File: src/core/pesd_pkg.sv
// Package: event codes, field positions and carriers for the event decoder
package pesd_pkg;

    // Event-select register fields
    localparam int ESC_CODE_HI = 31;
    localparam int ESC_CODE_LO = 25;
    localparam int ESC_CODE6_HI = 30;
    localparam int ESC_MASK_HI = 24;
    localparam int ESC_MASK_LO = 9;
    // Counter-configuration selector field
    localparam int CCR_SEL_HI = 15;
    localparam int CCR_SEL_LO = 13;

    // Event codes
    localparam logic [6:0] CODE_ROM_XFER = 7'h05;
    localparam logic [6:0] CODE_QUEUE_WR = 7'h09;
    localparam logic [5:0] CODE_MISPRED = 6'h05;
    localparam logic [5:0] CODE_BRANCH = 6'h04;
    localparam logic [5:0] CODE_STALL = 6'h01;
    localparam logic [5:0] CODE_WCB = 6'h05;

    // Configuration selectors
    localparam logic [2:0] SEL_FRONT = 3'h0;
    localparam logic [2:0] SEL_BRANCH = 3'h2;
    localparam logic [2:0] SEL_STALL = 3'h1;

    // Mask bit positions
    localparam int rom_transfer_bit = 0;
    localparam int source_build_bit = 0;
    localparam int source_deliver_bit = 1;
    localparam int source_rom_bit = 2;
    localparam int cond_bit = 1;
    localparam int call_bit = 2;
    localparam int return_bit = 3;
    localparam int indirect_bit = 4;
    localparam int store_buffer_full_bit = 5;
    localparam int any_eviction_bit = 0;
    localparam int no_buffer_eviction_bit = 1;

    // Counter numbers per event-select register
    localparam logic [4:0] CNT_FRONT_A0 = 5'h04;
    localparam logic [4:0] CNT_FRONT_B0 = 5'h06;
    localparam logic [4:0] CNT_WCB_A0 = 5'h08;
    localparam logic [4:0] CNT_WCB_B0 = 5'h0A;
    localparam logic [4:0] CNT_NONE = 5'h1F;

    // Event source group, one pulse per occurrence
    typedef struct packed {
        logic romXfer;
        logic qwBuild;
        logic qwDeliver;
        logic qwRom;
        logic brCond;
        logic brDirCall;
        logic brIndCall;
        logic brReturn;
        logic brIndJump;
        logic brMispred;
        logic stallSb;
        logic wcbEvict;
        logic wcbFullEvict;
    } pesd_evt_s;

    typedef enum logic [6:0] {
        UNIT_NONE = 7'h01,
        UNIT_ROM = 7'h02,
        UNIT_QUEUE = 7'h04,
        UNIT_MISP = 7'h08,
        UNIT_BRANCH = 7'h10,
        UNIT_STALL = 7'h20,
        UNIT_WCB = 7'h40
    } pesd_unit_e;

    // Which event-select register a programming applies to
    typedef enum logic [2:0] {
        REG_ROM = 3'h1,
        REG_BRANCH = 3'h2,
        REG_OTHER = 3'h4
    } pesd_reg_e;

endpackage

File: src/core/pesd_count_pair.sv
// Module: counter-pair index for a chosen event-select register
`timescale 1ns/10ps
`default_nettype none

module pesd_count_pair (
    input wire logic [4:0] baseA,
    input wire logic [4:0] baseB,
    input wire logic selSecond,
    output logic [4:0] firstCounter
);
    always_comb begin
        firstCounter = selSecond ? baseB : baseA;
    end
endmodule // pesd_count_pair

`default_nettype wire

File: src/core/pesd_decoder.sv
// Module: performance-event select decoder and increment generator
`timescale 1ns/10ps
`default_nettype none

module pesd_decoder
    import pesd_pkg::*;
(
    input wire logic mclk,
    input wire logic rst_n,
    input wire logic [31:0] event_select_control_reg,
    input wire logic [31:0] counter_config_control_reg,
    input wire pesd_pkg::pesd_reg_e regKind,
    input wire logic regSecond,
    input wire pesd_pkg::pesd_evt_s evtIn,
    output logic [1:0] incAmount_r,
    output logic [4:0] counterIdx_r,
    output logic eventValid_r,
    output pesd_pkg::pesd_unit_e unit_r
);
    import pesd_pkg::*;

    // ****************************************
    // Field extraction
    // ****************************************
    logic [6:0] code7;
    logic [5:0] code6;
    logic [15:0] evMask;
    logic [2:0] ccSel;
    logic [4:0] frontBase;
    logic [4:0] wcbBase;

    assign code7 = event_select_control_reg[ESC_CODE_HI:ESC_CODE_LO];
    assign code6 = event_select_control_reg[ESC_CODE6_HI:ESC_CODE_LO];
    assign evMask = event_select_control_reg[ESC_MASK_HI:ESC_MASK_LO];
    assign ccSel = counter_config_control_reg[CCR_SEL_HI:CCR_SEL_LO];

    pesd_count_pair uFront (
        .baseA(CNT_FRONT_A0),
        .baseB(CNT_FRONT_B0),
        .selSecond(regSecond),
        .firstCounter(frontBase)
    );

    pesd_count_pair uWcb (
        .baseA(CNT_WCB_A0),
        .baseB(CNT_WCB_B0),
        .selSecond(regSecond),
        .firstCounter(wcbBase)
    );

    // ****************************************
    // Event selection
    // ****************************************
    // Branch, stall and write-combine codes sit in a six-bit field;
    // bit 31 is not part of their code and is ignored for them
    logic romSel;
    logic queueSel;
    logic mispSel;
    logic branchSel;
    logic stallSel;
    logic wcbSel;

    assign romSel = (ccSel == SEL_FRONT) && (code7 == CODE_ROM_XFER);
    assign queueSel = (ccSel == SEL_FRONT) && (code7 == CODE_QUEUE_WR);
    assign mispSel = (ccSel == SEL_BRANCH) && (code6 == CODE_MISPRED);
    assign branchSel = (ccSel == SEL_BRANCH) && (code6 == CODE_BRANCH);
    assign stallSel = (ccSel == SEL_STALL) && (code6 == CODE_STALL);
    // No selector is given for write-combine operations; code alone picks it
    assign wcbSel = (code6 == CODE_WCB);

    // ****************************************
    // Sub-event qualification
    // ****************************************
    logic romHit;
    logic qwBuildHit;
    logic qwDeliverHit;
    logic qwRomHit;
    logic anyIndirect;
    logic brCondHit;
    logic mispCallHit;
    logic brCallHit;
    logic brReturnHit;
    logic brIndHit;
    logic mispHit;
    logic branchHit;
    logic stallHit;
    logic wcbHit;

    always_comb begin
        romHit = evMask[rom_transfer_bit] & evtIn.romXfer;
        qwBuildHit = evMask[source_build_bit] & evtIn.qwBuild;
        qwDeliverHit = evMask[source_deliver_bit] & evtIn.qwDeliver;
        qwRomHit = evMask[source_rom_bit] & evtIn.qwRom;
        // Bit 4 overlaps bits 2 and 3; a branch hit by both counts once
        anyIndirect = evtIn.brReturn | evtIn.brIndCall | evtIn.brIndJump;
        brCondHit = evMask[cond_bit] & evtIn.brCond;
        brReturnHit = evMask[return_bit] & evtIn.brReturn;
        brIndHit = evMask[indirect_bit] & anyIndirect;
        // Mispredict bit 2 takes indirect calls only
        mispCallHit = evMask[call_bit] & evtIn.brIndCall;
        brCallHit = evMask[call_bit]
            & (evtIn.brDirCall | evtIn.brIndCall);
        // Spurious conditionals from rebuilds or clears pass straight on
        mispHit = evtIn.brMispred
            & (brCondHit | mispCallHit | brReturnHit | brIndHit);
        branchHit = brCondHit | brCallHit | brReturnHit | brIndHit;
        stallHit = evMask[store_buffer_full_bit] & evtIn.stallSb;
        wcbHit = (evMask[any_eviction_bit] & evtIn.wcbEvict)
            | (evMask[no_buffer_eviction_bit] & evtIn.wcbFullEvict);
    end

    // ****************************************
    // Decode and increment
    // ****************************************
    pesd_unit_e unit_nxt;
    logic [1:0] incAmount_nxt;
    logic [4:0] counterIdx_nxt;
    logic eventValid_nxt;
    logic [2:0] hits;

    always_comb begin
        unit_nxt = UNIT_NONE;
        counterIdx_nxt = CNT_NONE;
        hits = 3'h0;
        case (regKind)
            REG_ROM: begin
                if (romSel) begin
                    unit_nxt = UNIT_ROM;
                end else if (queueSel) begin
                    unit_nxt = UNIT_QUEUE;
                end
                // Both front families keep their pair even when idle
                counterIdx_nxt = frontBase;
            end
            REG_BRANCH: begin
                if (mispSel) begin
                    unit_nxt = UNIT_MISP;
                end else if (branchSel) begin
                    unit_nxt = UNIT_BRANCH;
                end
                counterIdx_nxt = frontBase;
            end
            REG_OTHER: begin
                // Stall counters lie outside the pairs this block drives
                if (stallSel) begin
                    unit_nxt = UNIT_STALL;
                    counterIdx_nxt = CNT_NONE;
                end else if (wcbSel) begin
                    unit_nxt = UNIT_WCB;
                    counterIdx_nxt = wcbBase;
                end
            end
            default: begin
                unit_nxt = UNIT_NONE;
            end
        endcase

        case (unit_nxt)
            UNIT_ROM: begin
                hits[0] = romHit;
            end
            UNIT_QUEUE: begin
                hits[0] = qwBuildHit;
                hits[1] = qwDeliverHit;
                hits[2] = qwRomHit;
            end
            UNIT_MISP: begin
                // Only mispredicted retirements reach this count
                hits[0] = mispHit;
            end
            UNIT_BRANCH: begin
                hits[0] = branchHit;
            end
            UNIT_STALL: begin
                hits[0] = stallHit;
            end
            UNIT_WCB: begin
                hits[0] = wcbHit;
            end
            default: begin
                hits = 3'h0;
            end
        endcase
        // One increment per qualifying micro-op source; one per occurrence
        incAmount_nxt = 2'({1'b0, hits[0]} + {1'b0, hits[1]})
            + {1'b0, hits[2]};
        eventValid_nxt = (unit_nxt != UNIT_NONE);
    end

    always_ff @(posedge mclk or negedge rst_n) begin
        if (!rst_n) begin
            unit_r <= UNIT_NONE;
            incAmount_r <= 2'h0;
            counterIdx_r <= CNT_NONE;
            eventValid_r <= 1'b0;
        end else begin
            unit_r <= unit_nxt;
            incAmount_r <= incAmount_nxt;
            counterIdx_r <= counterIdx_nxt;
            eventValid_r <= eventValid_nxt;
        end
    end

endmodule // pesd_decoder

`default_nettype wire

File: config.mk
export PLATFORM = sky130hd
export DESIGN_NAME = pesd_decoder
export DESIGN_NICKNAME = d
export VERILOG_FILES = /design/src/core/pesd_pkg.sv /design/src/core/pesd_count_pair.sv /design/src/core/pesd_decoder.sv
export SDC_FILE = /design/constraint.sdc
export NUM_CORES = 1
export LEC_CHECK = 0
export ABC_AREA = 1
export BUFFER_PORTS_ARGS = -buffer_cell sky130_fd_sc_hd__buf_2
export CORE_UTILIZATION = 33
export DETAILED_ROUTE_END_ITERATION = 12
export PLACE_DENSITY = 0.79
export SYNTH_ARGS = -nofsm -noshare
export SYNTH_HDL_FRONTEND = slang
export SYNTH_SLANG_ARGS = --single-unit
File: constraint.sdc
create_clock -name mclk -period 0.84 [get_ports mclk]
set_input_delay 0.168 -clock mclk [delete_from_list [all_inputs] [get_ports mclk]]
set_output_delay 0.168 -clock mclk [all_outputs]
set_load 0.1 [all_outputs]
==> metrics.txt <==
total CTS buffers 3; setup repair after global routing missed its margin true; WL final 2.374 mm; Area Growth Syn to Fin 103.5%; setup total negative slack -6.022 ns; Arr. time, crit path 1.58 ns; Root Driver clkbuf_4; first-pass GRT wire length 3.622 mm; Synth cell types 22; final net count 267; Mapped Area 867.1 um^2; clk sink count 14; antenna violations before repair 0; Critical Path Fanout Max 3; Placed Cells 202; antenna violation net count after detailed routing 0; clock share of power 24.5%; outcome complete, but fails checks; sw frac 30.29%; fillers 179; Synth Warn # 0; # H-tree levels 1; Wirelength per Cell 11.20 um; commonest non-fill, non-tap cell in the layout buf_2; vias 951; Longest Clk Path Bufs 2; min Tclk post-route 1.415 ns; Worst VDD drop 0.001045 V; origin of the worst min-delay path regSecond; largest net degree at the start of global routing 15; power per cell area 886.2 nW/um^2; Syn Nets 198; clk slew on worst S/H paths 0.07 ns; WP data required 1.00 ns; DIE WIDTH 53.26 um; Post-DP HPWL 1.771 mm; drt via density 4.486; post-synthesis sequential area ratio 41.13%; vias in the first global route 962; die span in y 53.26 um; IO Port Bufs 49; antenna diode count 0; die area 2837 um^2; CTS tree done; Hold Fails Final Rpt 0; Avg Synthesized Cell Area 7.606 um^2; sequential share of power 45.1%; max-slew violation count 0; failing checks setup timing; Comb pwr share 30.3%; DRC 0; gr usage total 18.13%; Worst Setup Slack, final -0.5749 ns; synthesized instance count 114; cell row count 18; share of cells above drive strength 1 68.68%; commonest non-fill, non-tap cells in the layout buf_2 (26), nand2_1 (18), inv_1 (16), buf_12 (16), buf_6 (13); internal power 1.090 mW; post-synthesis register bit count 14; Leak 0.9153 nW; Max Cap Viol 0; sw power 473.6 uW; hold endpoint counterIdx_r[1]$_DFF_PN1_; drt first pass iters 4; Final setup viols 20; critical path startpoint event_select_control_reg[29]; FMAX 706.8 MHz; Iteration-0 DRC Markers 5; slew of the pin with the lowest slew margin 0.2800 ns; Hold Path Class input pin to register; num ports 98; worst hold slack 0.07554 ns; grt total ovfl 0; RePlAce Congestion 0.7999; final std cells w/o fill 212; relative slew slack 81.27%; final worst-path cycle share 168.4%; Starting Density 35.00%; hold path depth 2; CP Launch Type input pin; dpl ws -0.9054 ns; core area 2477 um^2; WS Path Type input pin to register; critical path endpoint category register
[how the worst max path moves through the flow]
stage	slack (ns)	end	cells past startpoint
2_1_floorplan	-0.61	incAmount_r[0]$_DFF_PN0_	10
3_3_place_gp	-0.83	incAmount_r[0]$_DFF_PN0_	11
3_5_place_dp	-0.91	incAmount_r[0]$_DFF_PN0_	11
4_1_cts	-0.49	incAmount_r[0]$_DFF_PN0_	7
5_1_grt	-0.64	incAmount_r[0]$_DFF_PN0_	9
6_report	-0.57	incAmount_r[0]$_DFF_PN0_	9
[layer usage]
metal | track usage [%] | vias to the layer above | wire (um)
met4 | 13.60 | 0 | 111
met3 | 2.011 | 11 | 136
met1 | 17.06 | 421 | 783
met5 | 0 | - | 0
met2 | 34.79 | 41 | 1343
li1 | - | 478 | -
[cell type report]
| type | instances | area, um^2 | share of cell area, % |
|---|---|---|---|
| timing repair buffer | 65 | 681.9 | 38.65 |
| multi-input combinational | 70 | 504.2 | 28.58 |
| sequential | 14 | 385.4 | 21.84 |
| inverter | 29 | 128.9 | 7.305 |
| tap | 30 | 37.54 | 2.128 |
| clock buffer | 4 | 26.28 | 1.489 |
[worst max-delay path, cell delays in order]
cell	delay (ns)
buf_6	0.09
nor2_4	0.13
nand2_2	0.11
nor2_4	0.15
nand3_1	0.14
a21boi_2	0.19
nand3_2	0.08
nand3_2	0.08
fa_2	0.43
[flip-flops by register name, indices dropped and copies added (netlist names)]
signal and count:
unit_r 7, counterIdx_r 4, incAmount_r 2, eventValid_r 1
[stage by stage]
stage	area, um^2	util (%)	power (mW)
6_report	1764	71.21	1.563
5_1_grt	1764	71.21	1.631
4_1_cts	1697	68.48	1.546
3_5_place_dp	1516	61.21	1.124
3_3_place_gp	1516	61.21	1.113
2_1_floorplan	953.4	-	0.9318
[Yosys cell counts]
master,number,area (um^2)
fa_1,1,20.02
nand2_1,22,82.58
a22o_1,1,8.760
nor2_4,2,22.52
nand3_1,8,40.04
nor2_2,4,25.02
nand2_2,3,18.77
nand3_2,2,20.02
a21oi_1,1,5.000
buf_4,1,7.510
a21boi_1,1,7.510
inv_2,9,33.78
nor3_2,2,20.02
dfstp_2,5,131.4
dfrtp_1,9,225.2
nor2_1,17,63.81
nor3_4,1,16.27
or2_1,1,6.260
inv_1,20,75.07
nand4_2,2,25.02
o21ai_0,1,5.000
o21bai_1,1,7.510
[cells by family after synthesis]
group | Yosys count | share of synthesized area, %
AOI/OAI and AO/OA | 5 | 3.896
adders and majority gates | 1 | 2.309
buffers and inverters | 30 | 13.42
DFF | 14 | 41.13
and+or+nand+nor | 64 | 39.25
[power groups by stage]
stage          Combinational, mW  Sequential (mW)  Clock (mW)
3_3_place_gp               0.395            0.717           0
3_5_place_dp               0.406            0.718           0
2_1_floorplan              0.146            0.786           0
6_report                   0.474            0.706       0.384
4_1_cts                    0.447            0.706       0.393
5_1_grt                    0.507            0.707       0.417
[repair_timing]
action                                  CTS  global route
cloned                                    0             0
hold buffers                              1             0
endpoints found under the setup margin   20            22
pin swaps                                11             5
setup buffers                             9             2
gates resized for setup                  29            18
hold endpoints to repair                  9             0
Note: power is estimated with default switching activity, not from simulation.
